<file path="config.mk">
export PLATFORM = sky130hd
export DESIGN_NAME = erss_sequencer
export DESIGN_NICKNAME = d
export VERILOG_FILES = /design/src/design/erss_pkg.sv /design/src/design/erss_sequencer.sv
export SDC_FILE = /design/constraint.sdc
export NUM_CORES = 1
export LEC_CHECK = 0
export BUFFER_PORTS_ARGS = -buffer_cell sky130_fd_sc_hd__buf_4
export CELL_PAD_IN_SITES_DETAIL_PLACEMENT = 1
export CELL_PAD_IN_SITES_GLOBAL_PLACEMENT = 1
export CORE_UTILIZATION = 25
export DETAILED_ROUTE_END_ITERATION = 8
export GPL_TIMING_DRIVEN = 0
export HOLD_SLACK_MARGIN = 0.06
export PLACE_DENSITY_LB_ADDON = 0.1
export SLEW_MARGIN = 20
export SYNTH_ARGS = -nofsm -noshare
export SYNTH_HDL_FRONTEND = slang
export SYNTH_SLANG_ARGS = --single-unit
</file>
<file path="constraint.sdc">
create_clock -name clk_i -period 6.3 [get_ports clk_i]
set_clock_uncertainty 0.2 [all_clocks]
set_input_delay 0.63 -clock clk_i [delete_from_list [all_inputs] [get_ports clk_i]]
set_output_delay 0.63 -clock clk_i [all_outputs]
set_load 0.05 [all_outputs]
</file>
<file path="src/design/erss_pkg.sv">
package erss_pkg;

    // ======================================================================
    // register map, one aligned word per register
    // ======================================================================
    localparam logic [7:0] ADDR_CTRL      = 8'h00;
    localparam logic [7:0] ADDR_STATE     = 8'h04;
    localparam logic [7:0] ADDR_IRQ_STAT  = 8'h08;
    localparam logic [7:0] ADDR_IRQ_EN    = 8'h0c;
    localparam logic [7:0] ADDR_IRQ_CLR   = 8'h10;
    localparam logic [7:0] ADDR_START_DLY = 8'h14;
    localparam logic [7:0] ADDR_PRE_DLY   = 8'h18;
    localparam logic [7:0] ADDR_ECU_DLY   = 8'h1c;
    localparam logic [7:0] ADDR_CRK_ON    = 8'h20;
    localparam logic [7:0] ADDR_CRK_OFF   = 8'h24;
    localparam logic [7:0] ADDR_RETRY_DLY = 8'h28;
    localparam logic [7:0] ADDR_WARM_DLY  = 8'h2c;
    localparam logic [7:0] ADDR_STOP_DLY  = 8'h30;
    localparam logic [7:0] ADDR_COOL_DLY  = 8'h34;
    localparam logic [7:0] ADDR_LOCKOUT   = 8'h38;
    localparam logic [7:0] ADDR_SPEEDS    = 8'h3c;
    localparam logic [7:0] ADDR_CRK_STOP  = 8'h40;

    // ctrl register fields
    localparam int CTRL_ECU_BIT  = 0;
    localparam int CTRL_FILL_BIT = 1;

    // interrupt event bits
    localparam int IRQ_W         = 4;
    localparam int IRQ_SHUTDOWN  = 0;
    localparam int IRQ_RUNNING   = 1;
    localparam int IRQ_RETRY     = 2;
    localparam int IRQ_STOPPED   = 3;

    // reset values; delays are counts of 1 ms ticks
    localparam logic [15:0] RST_START_DLY = 16'h000a;
    localparam logic [15:0] RST_PRE_DLY   = 16'h000a;
    localparam logic [15:0] RST_ECU_DLY   = 16'h000a;
    localparam logic [15:0] RST_CRK_ON    = 16'h000a;
    localparam logic [15:0] RST_CRK_OFF   = 16'h000a;
    localparam logic [15:0] RST_RETRY_DLY = 16'h000a;
    localparam logic [15:0] RST_WARM_DLY  = 16'h000a;
    localparam logic [15:0] RST_STOP_DLY  = 16'h000a;
    localparam logic [15:0] RST_COOL_DLY  = 16'h000a;
    localparam logic [15:0] RST_LOCKOUT   = 16'h000a;
    localparam logic [15:0] RST_IDLE_RPM  = 16'h0320;
    localparam logic [15:0] RST_WARM_RPM  = 16'h04b0;
    localparam logic [15:0] RST_MIN_RPM   = 16'h05dc;
    localparam logic [15:0] RST_LOAD_RPM  = 16'h0708;
    localparam logic [15:0] RST_CRK_STOP  = 16'h012c;

    // timer tick: 1 ms at 50 MHz
    localparam int CLK_HZ        = 50000000;
    localparam int TICK_US       = 1000;
    localparam int TICK_CYC      = CLK_HZ / 1000000 * TICK_US;

    // key selector positions
    typedef enum logic [1:0] {
        ERSS_KEY_OFF  = 2'h0,
        ERSS_KEY_AUTO = 2'h1,
        ERSS_KEY_MAN  = 2'h2
    } erss_key_t;

    // gray codes along the start path
    typedef enum logic [3:0] {
        ERSS_NOT_READY   = 4'h0,
        ERSS_PANEL_READY = 4'h1,
        ERSS_START_DELAY = 4'h3,
        ERSS_PRESTART    = 4'h2,
        ERSS_ECU_WAIT    = 4'h6,
        ERSS_CRANK_ON    = 4'h7,
        ERSS_CRANK_OFF   = 4'h5,
        ERSS_RETRY_WAIT  = 4'h4,
        ERSS_WARMUP      = 4'hc,
        ERSS_LOADED_RUN  = 4'hd,
        ERSS_FILL        = 4'hf,
        ERSS_STOP_DELAY  = 4'he,
        ERSS_COOLDOWN    = 4'ha,
        ERSS_SHUTDOWN    = 4'hb
    } erss_state_t;

    typedef struct packed {
        logic low_oil;
        logic high_temp;
        logic overspeed;
    } erss_fault_t;

    typedef struct packed {
        logic [7:0]  addr;
        logic [31:0] wdata;
        logic        wr;
        logic        rd;
    } erss_bus_t;

endpackage

</file>
<file path="src/design/erss_sequencer.sv">
// Our own choices: the address-and-strobe port and the placing of the registers.
`timescale 1ns/1ns
module erss_sequencer #(
    parameter int TICK_CYC = erss_pkg::TICK_CYC
) (
    input  wire logic                  clk_i,
    input  wire logic                  resetn_i,
    input  wire erss_pkg::erss_bus_t   bus_i,
    output logic [31:0]                rdata_o,
    input  wire logic [15:0]           speed_i,
    input  wire logic                  start_req_i,
    input  wire logic                  stop_req_i,
    input  wire erss_pkg::erss_fault_t fault_i,
    input  wire logic                  low_discharge_i,
    input  wire erss_pkg::erss_key_t   key_i,
    output logic                       crank_o,
    output logic                       prestart_o,
    output logic                       shutdown_o,
    output logic                       discharge_armed_o,
    output logic [15:0]                throttle_o,
    output logic [3:0]                 state_o,
    output logic                       irq_o
);

    // ======================================================================
    // registers
    // ======================================================================
    erss_pkg::erss_state_t state_r, state_nxt;
    logic [15:0] dly_r [0:9];
    logic [15:0] idle_rpm_r, warm_rpm_r, min_rpm_r, load_rpm_r, crk_stop_r;
    logic        ecu_type_r, fill_sel_r;
    logic [erss_pkg::IRQ_W-1:0] irq_stat_r, irq_en_r;
    logic [15:0] tmr_r, tmr_nxt;
    logic [15:0] lock_r, lock_nxt;
    logic [$clog2(TICK_CYC)-1:0] pre_r;
    logic        latch_r, saw_off_r;
    logic [31:0] rdata_r;

    // delay table indices
    localparam int D_START = 0;
    localparam int D_PRE   = 1;
    localparam int D_ECU   = 2;
    localparam int D_CON   = 3;
    localparam int D_COFF  = 4;
    localparam int D_RETRY = 5;
    localparam int D_WARM  = 6;
    localparam int D_STOP  = 7;
    localparam int D_COOL  = 8;
    localparam int D_LOCK  = 9;

    // ======================================================================
    // decode
    // ======================================================================
    wire tick    = (pre_r == '0);
    wire any_flt = fault_i.low_oil | fault_i.high_temp | fault_i.overspeed;
    wire key_off = (key_i == erss_pkg::ERSS_KEY_OFF);
    wire running = (state_r != erss_pkg::ERSS_NOT_READY) &&
                   (state_r != erss_pkg::ERSS_PANEL_READY) &&
                   (state_r != erss_pkg::ERSS_SHUTDOWN);
    wire started = (speed_i >= crk_stop_r);
    wire lock_done = (lock_r == '0);
    wire armed   = (state_r == erss_pkg::ERSS_LOADED_RUN);
    wire trip    = any_flt || (armed && low_discharge_i);
    wire stop_dn = (state_r == erss_pkg::ERSS_COOLDOWN) &&
                   (tmr_r == '0);
    wire wr_clr  = bus_i.wr && (bus_i.addr == erss_pkg::ADDR_IRQ_CLR);
    // clear needs a visit to off and a return to a live position
    wire unlatch = latch_r && saw_off_r && !key_off;
    wire [erss_pkg::IRQ_W-1:0] irq_evt = {
        stop_dn,
        state_nxt == erss_pkg::ERSS_RETRY_WAIT &&
            state_r != erss_pkg::ERSS_RETRY_WAIT,
        state_nxt == erss_pkg::ERSS_WARMUP &&
            state_r != erss_pkg::ERSS_WARMUP,
        state_nxt == erss_pkg::ERSS_SHUTDOWN &&
            state_r != erss_pkg::ERSS_SHUTDOWN};

    function automatic logic [15:0] dec(input logic [15:0] v,
                                        input logic t);
        dec = (t && v != '0) ? v - 16'h0001 : v;
    endfunction

    // ======================================================================
    // sequencer
    // ======================================================================
    always_comb
    begin
        state_nxt = state_r;
        tmr_nxt   = dec(tmr_r, tick);
        lock_nxt  = dec(lock_r, tick);
        unique case (state_r)
            erss_pkg::ERSS_NOT_READY:
                if (!key_off && !latch_r)
                    state_nxt = erss_pkg::ERSS_PANEL_READY;
            erss_pkg::ERSS_PANEL_READY:
                if (start_req_i)
                begin
                    state_nxt = erss_pkg::ERSS_START_DELAY;
                    tmr_nxt   = dly_r[D_START];
                end
            erss_pkg::ERSS_START_DELAY:
                if (!start_req_i)
                    state_nxt = erss_pkg::ERSS_PANEL_READY;
                else if (tmr_r == '0)
                begin
                    state_nxt = erss_pkg::ERSS_PRESTART;
                    tmr_nxt   = dly_r[D_PRE];
                end
            erss_pkg::ERSS_PRESTART:
                if (tmr_r == '0)
                begin
                    state_nxt = ecu_type_r ? erss_pkg::ERSS_ECU_WAIT
                                           : erss_pkg::ERSS_CRANK_ON;
                    tmr_nxt   = ecu_type_r ? dly_r[D_ECU]
                                           : dly_r[D_CON];
                end
            erss_pkg::ERSS_ECU_WAIT:
                if (tmr_r == '0)
                begin
                    state_nxt = erss_pkg::ERSS_CRANK_ON;
                    tmr_nxt   = dly_r[D_CON];
                end
            erss_pkg::ERSS_CRANK_ON:
                if (started)
                begin
                    state_nxt = erss_pkg::ERSS_WARMUP;
                    tmr_nxt   = dly_r[D_WARM];
                    lock_nxt  = dly_r[D_LOCK];
                end
                else if (tmr_r == '0)
                begin
                    state_nxt = erss_pkg::ERSS_CRANK_OFF;
                    tmr_nxt   = dly_r[D_COFF];
                end
            erss_pkg::ERSS_CRANK_OFF:
                if (tmr_r == '0)
                begin
                    state_nxt = erss_pkg::ERSS_CRANK_ON;
                    tmr_nxt   = dly_r[D_CON];
                end
            erss_pkg::ERSS_RETRY_WAIT:
                if (tmr_r == '0)
                begin
                    state_nxt = erss_pkg::ERSS_CRANK_ON;
                    tmr_nxt   = dly_r[D_CON];
                end
            erss_pkg::ERSS_WARMUP:
                if (!started && !lock_done)
                begin
                    state_nxt = erss_pkg::ERSS_RETRY_WAIT;
                    tmr_nxt   = dly_r[D_RETRY];
                end
                else if (tmr_r == '0)
                    state_nxt = fill_sel_r ? erss_pkg::ERSS_FILL
                                           : erss_pkg::ERSS_LOADED_RUN;
            erss_pkg::ERSS_LOADED_RUN, erss_pkg::ERSS_FILL:
                if (stop_req_i)
                begin
                    state_nxt = erss_pkg::ERSS_STOP_DELAY;
                    tmr_nxt   = dly_r[D_STOP];
                end
            erss_pkg::ERSS_STOP_DELAY:
                if (!stop_req_i)
                    state_nxt = fill_sel_r ? erss_pkg::ERSS_FILL
                                           : erss_pkg::ERSS_LOADED_RUN;
                else if (tmr_r == '0)
                begin
                    state_nxt = erss_pkg::ERSS_COOLDOWN;
                    tmr_nxt   = dly_r[D_COOL];
                end
            erss_pkg::ERSS_COOLDOWN:
                if (tmr_r == '0)
                    state_nxt = erss_pkg::ERSS_PANEL_READY;
            erss_pkg::ERSS_SHUTDOWN:
                if (unlatch)
                    state_nxt = erss_pkg::ERSS_PANEL_READY;
            default:
                state_nxt = erss_pkg::ERSS_NOT_READY;
        endcase
        if (running && trip)
            state_nxt = erss_pkg::ERSS_SHUTDOWN;
        else if (key_off && state_r != erss_pkg::ERSS_SHUTDOWN)
            state_nxt = erss_pkg::ERSS_NOT_READY;
    end

    always_ff @(posedge clk_i)
    begin
        if (!resetn_i)
        begin
            state_r   <= erss_pkg::ERSS_NOT_READY;
            tmr_r     <= '0;
            lock_r    <= '0;
            pre_r     <= '0;
            latch_r   <= 1'b0;
            saw_off_r <= 1'b0;
        end
        else
        begin
            state_r   <= state_nxt;
            tmr_r     <= tmr_nxt;
            lock_r    <= lock_nxt;
            pre_r     <= tick ? ($clog2(TICK_CYC))'(TICK_CYC - 1)
                              : pre_r - 1'b1;
            latch_r   <= (state_nxt == erss_pkg::ERSS_SHUTDOWN);
            saw_off_r <= latch_r && (saw_off_r || key_off);
        end
    end

    // ======================================================================
    // outputs, registered except the irq_o reduction
    // ======================================================================
    always_ff @(posedge clk_i)
    begin
        if (!resetn_i)
        begin
            crank_o           <= 1'b0;
            prestart_o        <= 1'b0;
            shutdown_o        <= 1'b0;
            discharge_armed_o <= 1'b0;
            throttle_o        <= '0;
        end
        else
        begin
            // crank rest and retry wait leave the starter off
            crank_o    <= (state_nxt == erss_pkg::ERSS_CRANK_ON);
            prestart_o <= (state_nxt == erss_pkg::ERSS_PRESTART);
            shutdown_o <= (state_nxt == erss_pkg::ERSS_SHUTDOWN);
            discharge_armed_o <= (state_nxt ==
                                  erss_pkg::ERSS_LOADED_RUN);
            unique case (state_nxt)
                erss_pkg::ERSS_WARMUP:     throttle_o <= warm_rpm_r;
                erss_pkg::ERSS_FILL:       throttle_o <= min_rpm_r;
                erss_pkg::ERSS_LOADED_RUN,
                erss_pkg::ERSS_STOP_DELAY: throttle_o <= load_rpm_r;
                erss_pkg::ERSS_COOLDOWN:   throttle_o <= idle_rpm_r;
                default:                   throttle_o <= '0;
            endcase
        end
    end

    assign state_o = state_r;
    assign irq_o   = |(irq_stat_r & irq_en_r);
    assign rdata_o = rdata_r;

    // ======================================================================
    // register bus
    // ======================================================================
    wire [15:0] wd16 = bus_i.wdata[15:0];
    wire        dly_hit = bus_i.addr >= erss_pkg::ADDR_START_DLY &&
                          bus_i.addr <= erss_pkg::ADDR_LOCKOUT &&
                          bus_i.addr[1:0] == 2'h0;
    wire [7:0]  dly_off = bus_i.addr - erss_pkg::ADDR_START_DLY;
    wire [3:0]  dly_idx = dly_off[5:2];

    always_ff @(posedge clk_i)
    begin
        if (!resetn_i)
        begin
            dly_r[D_START] <= erss_pkg::RST_START_DLY;
            dly_r[D_PRE]   <= erss_pkg::RST_PRE_DLY;
            dly_r[D_ECU]   <= erss_pkg::RST_ECU_DLY;
            dly_r[D_CON]   <= erss_pkg::RST_CRK_ON;
            dly_r[D_COFF]  <= erss_pkg::RST_CRK_OFF;
            dly_r[D_RETRY] <= erss_pkg::RST_RETRY_DLY;
            dly_r[D_WARM]  <= erss_pkg::RST_WARM_DLY;
            dly_r[D_STOP]  <= erss_pkg::RST_STOP_DLY;
            dly_r[D_COOL]  <= erss_pkg::RST_COOL_DLY;
            dly_r[D_LOCK]  <= erss_pkg::RST_LOCKOUT;
            idle_rpm_r <= erss_pkg::RST_IDLE_RPM;
            warm_rpm_r <= erss_pkg::RST_WARM_RPM;
            min_rpm_r  <= erss_pkg::RST_MIN_RPM;
            load_rpm_r <= erss_pkg::RST_LOAD_RPM;
            crk_stop_r <= erss_pkg::RST_CRK_STOP;
            ecu_type_r <= 1'b0;
            fill_sel_r <= 1'b0;
            irq_en_r   <= '0;
        end
        else if (bus_i.wr)
        begin
            if (dly_hit)
                dly_r[dly_idx] <= wd16;
            unique case (bus_i.addr)
                erss_pkg::ADDR_CTRL:
                begin
                    ecu_type_r <= bus_i.wdata[erss_pkg::CTRL_ECU_BIT];
                    fill_sel_r <= bus_i.wdata[erss_pkg::CTRL_FILL_BIT];
                end
                erss_pkg::ADDR_IRQ_EN:
                    irq_en_r <= bus_i.wdata[erss_pkg::IRQ_W-1:0];
                erss_pkg::ADDR_SPEEDS:
                begin
                    idle_rpm_r <= wd16;
                    warm_rpm_r <= bus_i.wdata[31:16];
                end
                erss_pkg::ADDR_CRK_STOP:
                begin
                    crk_stop_r <= wd16;
                    min_rpm_r  <= bus_i.wdata[31:16];
                end
                default:
                    load_rpm_r <= load_rpm_r;
            endcase
        end
    end

    // event set wins over a clear in the same cycle
    always_ff @(posedge clk_i)
    begin
        if (!resetn_i)
            irq_stat_r <= '0;
        else
            irq_stat_r <= (irq_stat_r &
                           ~(wr_clr ? bus_i.wdata[erss_pkg::IRQ_W-1:0]
                                    : '0)) | irq_evt;
    end

    logic [31:0] rd_mux;
    always_comb
    begin
        rd_mux = 32'h0000_0000;
        if (dly_hit)
            rd_mux = {16'h0000, dly_r[dly_idx]};
        else
            unique case (bus_i.addr)
                erss_pkg::ADDR_CTRL:     rd_mux = {30'h0, fill_sel_r,
                                                   ecu_type_r};
                erss_pkg::ADDR_STATE:    rd_mux = {26'h0, discharge_armed_o,
                                                   latch_r, state_r};
                erss_pkg::ADDR_IRQ_STAT: rd_mux = {28'h0, irq_stat_r};
                erss_pkg::ADDR_IRQ_EN:   rd_mux = {28'h0, irq_en_r};
                erss_pkg::ADDR_SPEEDS:   rd_mux = {warm_rpm_r, idle_rpm_r};
                erss_pkg::ADDR_CRK_STOP: rd_mux = {min_rpm_r, crk_stop_r};
                default:                 rd_mux = 32'h0000_0000;
            endcase
    end

    always_ff @(posedge clk_i)
    begin
        if (!resetn_i)
            rdata_r <= '0;
        else
            rdata_r <= bus_i.rd ? rd_mux : 32'h0000_0000;
    end

endmodule

</file>
==> summary by stage, run 1 <==
Run status
The flow ran to the end, and the final reports show no timing, DRC or antenna violations.

Timing
The clock period could shrink to about 6 ns. Setup total negative slack on the finished layout was measured at 0 ns. Setup violations remaining at the end of the flow were counted as 0. The achievable frequency is ~170 MHz.

For the pin with the worst max-slew slack, the measured transition is 1.13 ns. The final worst slack is 0.276 ns. The count of final max-slew check failures was 0. The number of hold violations in the final report came to 0. Setup repair after global routing left no endpoint under its margin. The worst slew margin relative to its limit is 24.3%. The final critical path takes up 95.6% of the cycle.

Route
The post-detailed-routing wire length is 84500 um. The routed wire length per instance is 26.7 um. The first TritonRoute pass finished after 6 iterations. The remaining design rule violation count is 0.

In this run the remaining antenna-violating nets after routing total 0. Summing over every cut layer, the via total after detailed routing is roughly 16000. After the first detailed-routing iteration, the DRC count stood at around 940. The via-per-instance ratio is 5.06.

Final layout
The most common cell after layout, fill and taps aside is sky130_fd_sc_hd__nand2_1. The area used by sequential logic in the layout is 0.0113 mm2. In the final design database the tool counted 2152 nets.

The layout overhead on the synthesized area is 22.5%. In the layout the commonest cells are sky130_fd_sc_hd__nand2_1 (279), sky130_fd_sc_hd__edfxtp_1 (256), sky130_fd_sc_hd__nor2_1 (240). The ratio of cells with drive above 1 in the final layout is 18.4%. The multi-input gate area in the final layout is roughly 0.0085 mm2. The number of filler cells placed in the layout is 8950.

CTS
No sink is reached through more buffers than the 3 on the longest clock path. The clock sink count is 435. The insertion delay to the later sink of the worst-skew pair is 0.61 ns. The H-tree was split into 2 levels.

The post-CTS setup-driven buffer insertion count is 0. Clock-pin slew was measured on the worst setup and hold paths at 0.06 ns. The CTS tree is yes. The number of buffers added by the clock tree synthesis step is 53. The root buffer cell chosen for the clock tree is sky130_fd_sc_hd__clkbuf_16.

Die
The initial core utilization is between 20 and 30%. The die covers 0.0825 mm2. The core region is 0.0805 mm2.

The floorplan step set the die width to 287 um. The initialized floorplan defines approximately 100 standard-cell rows. The I/O pin total is 125.

The die extent in y is 287 um.

Critical path
The launching element type of the critical path is an input port. Across all register-to-register paths, the minimum setup slack is ~1.3 ns. The type of destination of the critical path is a flop. The worst endpoint data arrival time is 6.02 ns.

The highest net fanout along the worst path is 16. At the worst endpoint, the required time is 6.30 ns. The critical path start-end classification is input port to flop.

Power and ir drop
IR analysis of the VDD net gives a maximum drop of 0.642 mV. Summed over all cells, the static leakage comes to 8.15 nW. The power density relative to cell area is 392 mW/mm2.

Place
The worst slack at placement is -1.37 ns. The count of input and output buffers is around 120. The placed wire-length estimate is between 60000 and 70000 um. The final estimated routing congestion in global placement is about 0.87.

GRT
The largest net degree at the start of global routing is 17. After global routing the overflow that remains totals 0. The first global-routing pass estimated about 120000 um of wire. The via count of the first global-routing pass is around 17000.

Global routing used 20.4% of the available tracks. The initial antenna violation count is 2.

Synthesis
Counting flops with an async set or reset pin after synthesis yields a share of 0%. A synthesized cell averages 10.9 um2. The post-synthesis cell type count is 85.

Sequential elements use a little under three fifths of the synthesized area. The post-synthesis net count is between 1500 and 2000. The netlist area before placement is 0.0203 mm2. The post-synthesis cell count is 1862.

After synthesis the netlist holds a flip-flop and latch count of ~440. Yosys mapped a number of flops with a built-in enable equal to 256. The most used flip-flop cell after synthesis is sky130_fd_sc_hd__edfxtp_1. The Yosys step of the flow raised 0 warnings.

Min path
The min-delay analysis places its worst path in the category input port to flop.

Job
Across the run, the number of max-cap violations was 0.
final cells by class:
cell class | count | share of cell area (%)
Multi-Input combinational cell | 1258 | 34.0
Inverter | 53 | 0.799
Clock buffer | 67 | 6.11
Timing Repair Buffer | 144 | 4.56
Clock inverter | 32 | 2.02
Antenna cell | 1 | 0.0100
Tap cell | 1060 | 5.33
Buffer | 115 | 1.90
Sequential cell | 435 | 45.3
Yosys cell counts, drive strengths merged (13+ instances only):
library cell	instances	area, um2
nand2	289	1090
a21oi	141	739
inv	53	199
buf	22	111
edfxtp	256	7690
and2	13	81.3
a32oi	16	140
a221oi	23	201
a22oi	34	255
nor2	248	936
mux4	80	1800
a211oi	18	148
dfxtp	179	3580
clkbuf	94	353
nor4	14	136
xnor2	25	219
nor3	41	231
o21ai	51	255
xor2	15	131
ha	24	300
nand2b	18	113
nand3	39	208
layer usage:
metal  global-route usage (%)  vias to the layer above  wire, um
met5                        0                        -         0
met4                     4.92                        0      1840
li1                         -                     7250         -
met2                     35.9                      424     42000
met3                     2.52                       98      3460
met1                     26.5                     8232     37200
state kept, by name, summed over array words and instances (netlist names), 4 cells and up:
| register | cells |
|---|---|
| tmr_r | 16 |
| irq_en_r | 4 |
| pre_r | 16 |
| idle_rpm_r | 16 |
| lock_r | 16 |
| state_o | 4 |
| dly_r | 256 |
| min_rpm_r | 16 |
| irq_stat_r | 4 |
| warm_rpm_r | 16 |
| rdata_o | 32 |
| crk_stop_r | 16 |
| throttle_o | 16 |
critical path, stage by stage:
cell	delay [ns]
sky130_fd_sc_hd__buf_4	0.12
sky130_fd_sc_hd__clkbuf_1	0.32
sky130_fd_sc_hd__clkdlybuf4s15_2	0.55
sky130_fd_sc_hd__clkbuf_1	0.63
sky130_fd_sc_hd__inv_1	0.41
sky130_fd_sc_hd__ha_2	0.70
sky130_fd_sc_hd__clkbuf_1	0.65
sky130_fd_sc_hd__clkbuf_1	0.54
sky130_fd_sc_hd__nor3_1	0.18
sky130_fd_sc_hd__nand2_1	0.29
sky130_fd_sc_hd__clkbuf_1	0.49
sky130_fd_sc_hd__nand2_2	0.45
path summary, 6_finish.rpt:
check	depth (start not counted)	start	to
setup reg to reg	12	crk_stop_r[15]	throttle_o[12]
setup / recovery	12	bus_i[36]	dly_r[7][7]
hold reg to reg	2	warm_rpm_r[15]	warm_rpm_r[15]
hold / removal	3	bus_i[33]	warm_rpm_r[15]
kinds of logic after synthesis:
kind of cell / share of synthesized area [%]
AO/OA/AOI/OAI: 12.4
XOR/XNOR: 1.72
adder cells (fa/ha/maj): 1.48
AND/OR/NAND/NOR: 16.2
buffers and inverters: 3.26
flip-flops: 55.4
multiplexers: 9.58
stage by stage:
step           cells  power (mW)  hold slack (ns)  area, um2  utilization [%]
6_report        3165        9.76           0.0937      24900             30.9
5_1_grt         3164        10.1           0.0737      24900             30.9
4_1_cts         3164        9.84           0.0600      24900             30.9
3_5_place_dp    3056        6.28            0.269      22700             28.2
3_3_place_gp    3043        6.22            0.256      22600             28.0
2_1_floorplan   1862        5.21            0.231      20300                -
power breakdown:
part / internal [mW] / switching, mW
Clock: 2.17 / 1.34
Combinational: 0.909 / 1.91
Sequential: 3.20 / 0.227
what timing repair did:
item | 4_1_cts | 5_1_grt
gates resized for setup | 11 | 1
setup endpoints to repair | 169 | 155
cloned | 0 | 0
hold buffers | 10 | 0
hold endpoints to repair | 16 | 0
(Power assumes the default switching activity.)
==> run 2, diff against run 1 <==
--- a/config.mk
+++ b/config.mk
@@ -8,6 +8,7 @@
 export BUFFER_PORTS_ARGS = -buffer_cell sky130_fd_sc_hd__buf_4
 export CELL_PAD_IN_SITES_DETAIL_PLACEMENT = 1
 export CELL_PAD_IN_SITES_GLOBAL_PLACEMENT = 1
+export CORE_ASPECT_RATIO = 1.1
 export CORE_UTILIZATION = 25
 export DETAILED_ROUTE_END_ITERATION = 8
 export GPL_TIMING_DRIVEN = 0
==> run 2 against run 1 <==
The flow now finishes with violations (design-rule violations). Cell count is essentially flat. Worst setup slack better by 0.0074 ns. Critical endpoint is now dly_r[7][3]. Highest routed layer unchanged. Critical path type unchanged. Utilization down 0.25 points. Global-route usage grew 0.25 points. Critical path depth unchanged. Clock power decreased by 11%. Hold slack worse by 0.0094 ns.
==> summary by stage, run 2 (synthesis results as in run 1) <==
Run status
The flow ran to the end, but the final reports show violations. The final reports fail on design-rule violations.

Route
After detailed routing, the average wire length per cell comes to 27.2 um. The pre-antenna-repair detailed-routing pass consisted of 7 iterations. The number of design-rule violations left by the first detailed-router iteration is 1235.

The via-per-instance ratio is between 5 and 6. The vias after detailed routing is 16100. For this block, the routed nets add up to 86000 um of wire.

In the routed design, unresolved DRC markers number 36. The final antenna-violating net count is 0.

CTS
The insertion delay to the later sink of the worst-skew pair is 0.63 ns. The number of buffers between clock root and the deepest sink is 3. TritonCTS created 53 clock buffers. The clock slew at the register clock pins of the worst setup and hold paths is roughly 0.060 ns. In this run the number of H-tree levels came out at 2.

The root buffer cell is sky130_fd_sc_hd__clkbuf_16. TritonCTS built the clock tree. The tree built by TritonCTS fans out to between 400 and 500 sinks.

GRT
The via count of the first global-routing pass is about 17000. The global-route wire length before repair is 123000 um. The remaining global-route overflow is 0. The initial antenna violation count came to 2. Across every metal layer, demand over resource in global routing totals between 20 and 25%.

Entering global routing, the biggest net connects 17 pins.

Critical path
Along the worst path, the maximum fanout reaches 16. The launch point of the critical path is bus_i[36]. The kind of cell adding the most delay to the critical path is buffers and inverters. The largest individual stage delay along the critical path comes from the cell sky130_fd_sc_hd__ha_2.

The depth of the most critical reg-to-reg path is 12. For the worst setup path, the data required time is between 6 and 7 ns. The startpoint identified for the worst register-to-register timing path is crk_stop_r[15]. The critical path goes through buf_4, clkbuf_1, clkdlybuf4s15_2, clkbuf_1, inv_1, ha_2, clkbuf_1, clkbuf_1, nor3_1, nand2_1, clkbuf_1, nand2_2. The count of buffering cells on the critical path with inverters included is 8. In this design, the critical path's most frequently occurring cell is sky130_fd_sc_hd__clkbuf_1. The worst endpoint data arrival time is ~6.0 ns.

The launching element type of the critical path is an input port. The critical path start-end classification is input port to flop. In this design, the stage delay of the slowest critical-path cell is 0.68 ns. The worst register-to-register path has a setup slack of 1.32 ns. The type of destination of the critical path is a flop. The critical register-to-register path endpoint is throttle_o[14].

Place
After detailed placement, the total cell area comes to approximately 0.023 mm2. The count of input and output buffers is between 100 and 150. The congestion estimate from routability-driven global placement came to 0.872. The placed wire-length estimate is 67900 um.

Final layout
The final design instance area without fill is 0.0247 mm2. The ratio of cells with drive above 1 in the final layout is 17.4%. The number of antenna diodes in the final layout is 0. The number of filler cells placed in the layout is 8947. After the last flow step, the layout net total stands at 2158. The top cell types in the final layout, fill and taps aside, are sky130_fd_sc_hd__nand2_1 (279), sky130_fd_sc_hd__edfxtp_1 (256), sky130_fd_sc_hd__nor2_1 (240).

Leaving out fill and tap cells, the most frequent cell in the layout is sky130_fd_sc_hd__nand2_1. Counting flops per register, the top entry is dly_r. Relative to the synthesized area, the layout overhead comes to 21.4%. The register with the most flip-flops in the layout has around 260 of them.

Min path
The worst hold path begins at bus_i[8]. For hold timing, the worst endpoint is crk_stop_r[6]. The worst hold path belongs to the class input port to flop. The worst hold path was traced through 3 stages.

Die
The die is 274 um wide. Row generation in the floorplan step produced about 110 rows. The core area is 0.0805 mm2.

The area enclosed by the die boundary is 0.0825 mm2. During I/O placement, the number of pins put on the boundary was 125. The die extent in y is 301 um.

The initial core utilization is 25.3%.

Power and ir drop
Summed over all cells, the static leakage comes to 8.04 nW. The largest vdd supply drop is 0.392 mV. The completed layout was analyzed and its total power is 9.38 mW. The power density relative to cell area is approximately 380 mW/mm2.

Timing
The number of hold violations in the final report is 0. At the pin with the least slew margin, the transition time is 1.17 ns. The final number of setup-violating endpoints is 0. The time the worst path needs with I/O delays and setup is 6.02 ns. The final critical-path share of the clock period is 95.5%. The achievable frequency is between 150 and 200 MHz. Setup repair after global routing left no endpoint under its margin. Measured against its own limit, the worst slew margin works out to 22.0%. The count of final max-slew check failures is 0.

Job
The max-cap check violation count is 0.
[run 2: cell types whose count changed in the layout (fill, tap and decap cells not counted), moves of 2 or more]
cell / change
sky130_fd_sc_hd__clkinv_8: -2
sky130_fd_sc_hd__clkbuf_8: -3
sky130_fd_sc_hd__dlygate4sd3_1: +7
sky130_fd_sc_hd__clkbuf_16: +2
sky130_fd_sc_hd__clkinv_1: +3
sky130_fd_sc_hd__buf_6: -3
sky130_fd_sc_hd__buf_4: +3
sky130_fd_sc_hd__clkinv_4: -5
sky130_fd_sc_hd__clkbuf_1: +14
sky130_fd_sc_hd__bufinv_16: -9
[run 2: worst max path at each step]
| stage | cells past startpoint | endpoint |
|---|---|---|
| floorplan | 10 | dly_r[9][0] |
| global placement | 11 | dly_r[9][10] |
| detailed placement | 13 | dly_r[7][11] |
| CTS | 12 | dly_r[7][3] |
| global route | 12 | dly_r[7][3] |
| finish | 12 | dly_r[7][3] |
[run 2: through the flow]
step	TNS, ns	worst slack [ns]	cells	hold WS (ns)	util, %
floorplan	0	0.629	1862	0.231	-
global placement	-387.19	-3.53	3037	0.253	28.0
detailed placement	-253.30	-1.32	3049	0.264	28.2
CTS	0	0.124	3164	0.0612	30.7
global route	0	0.0253	3164	0.0796	30.7
finish	0	0.284	3164	0.0843	30.7
[run 2: metal layers]
metal / vias up / part of all wire (%) / global-route usage (%) / wire (um)
met3: 135 / 4.7 / 3.04 / 4040
li1: 7269 / - / - / -
met4: 0 / 2.9 / 6.23 / 2470
met2: 459 / 51 / 37.1 / 43800
met1: 8195 / 42 / 25.3 / 35800
met5: - / 0 / 0 / 0
[run 2: layout make-up]
type	instances	area, um2	share of cell area, %
Clock inverter	19	176	0.715
Inverter	53	199	0.806
Multi-Input combinational cell	1258	8460	34.3
Buffer	115	473	1.92
Timing Repair Buffer	150	1190	4.82
Tap cell	1054	1320	5.34
Sequential cell	435	11300	45.7
Clock buffer	80	1580	6.41
[run 2: worst register-to-register path, stage by stage, from the launching register on]
cell and delay [ns]:
sky130_fd_sc_hd__dfxtp_1 0.44, sky130_fd_sc_hd__inv_1 0.08, sky130_fd_sc_hd__ha_1 0.32, sky130_fd_sc_hd__nand4_1 0.16
sky130_fd_sc_hd__nor3_1 0.55, sky130_fd_sc_hd__nor4b_2 0.66, sky130_fd_sc_hd__nor3_4 0.20, sky130_fd_sc_hd__a21oi_1 0.42
sky130_fd_sc_hd__o21ai_1 0.25, sky130_fd_sc_hd__nand2_1 0.51, sky130_fd_sc_hd__clkbuf_1 0.67, sky130_fd_sc_hd__a32oi_1 0.26
sky130_fd_sc_hd__a21oi_1 0.18
[run 2: timing repair]
item / 4_1_cts / 5_1_grt
gates resized for setup: 11 / 1
hold endpoints to repair: 33 / 0
setup endpoints to repair: 164 / 130
hold buffers: 17 / 0
setup buffers: 0 / 0
[run 2: report_power, final]
part	switching [mW]	internal (mW)	total (mW)
clock network	1.31	1.82	3.13
logic	1.91	0.911	2.82
registers	0.223	3.20	3.43
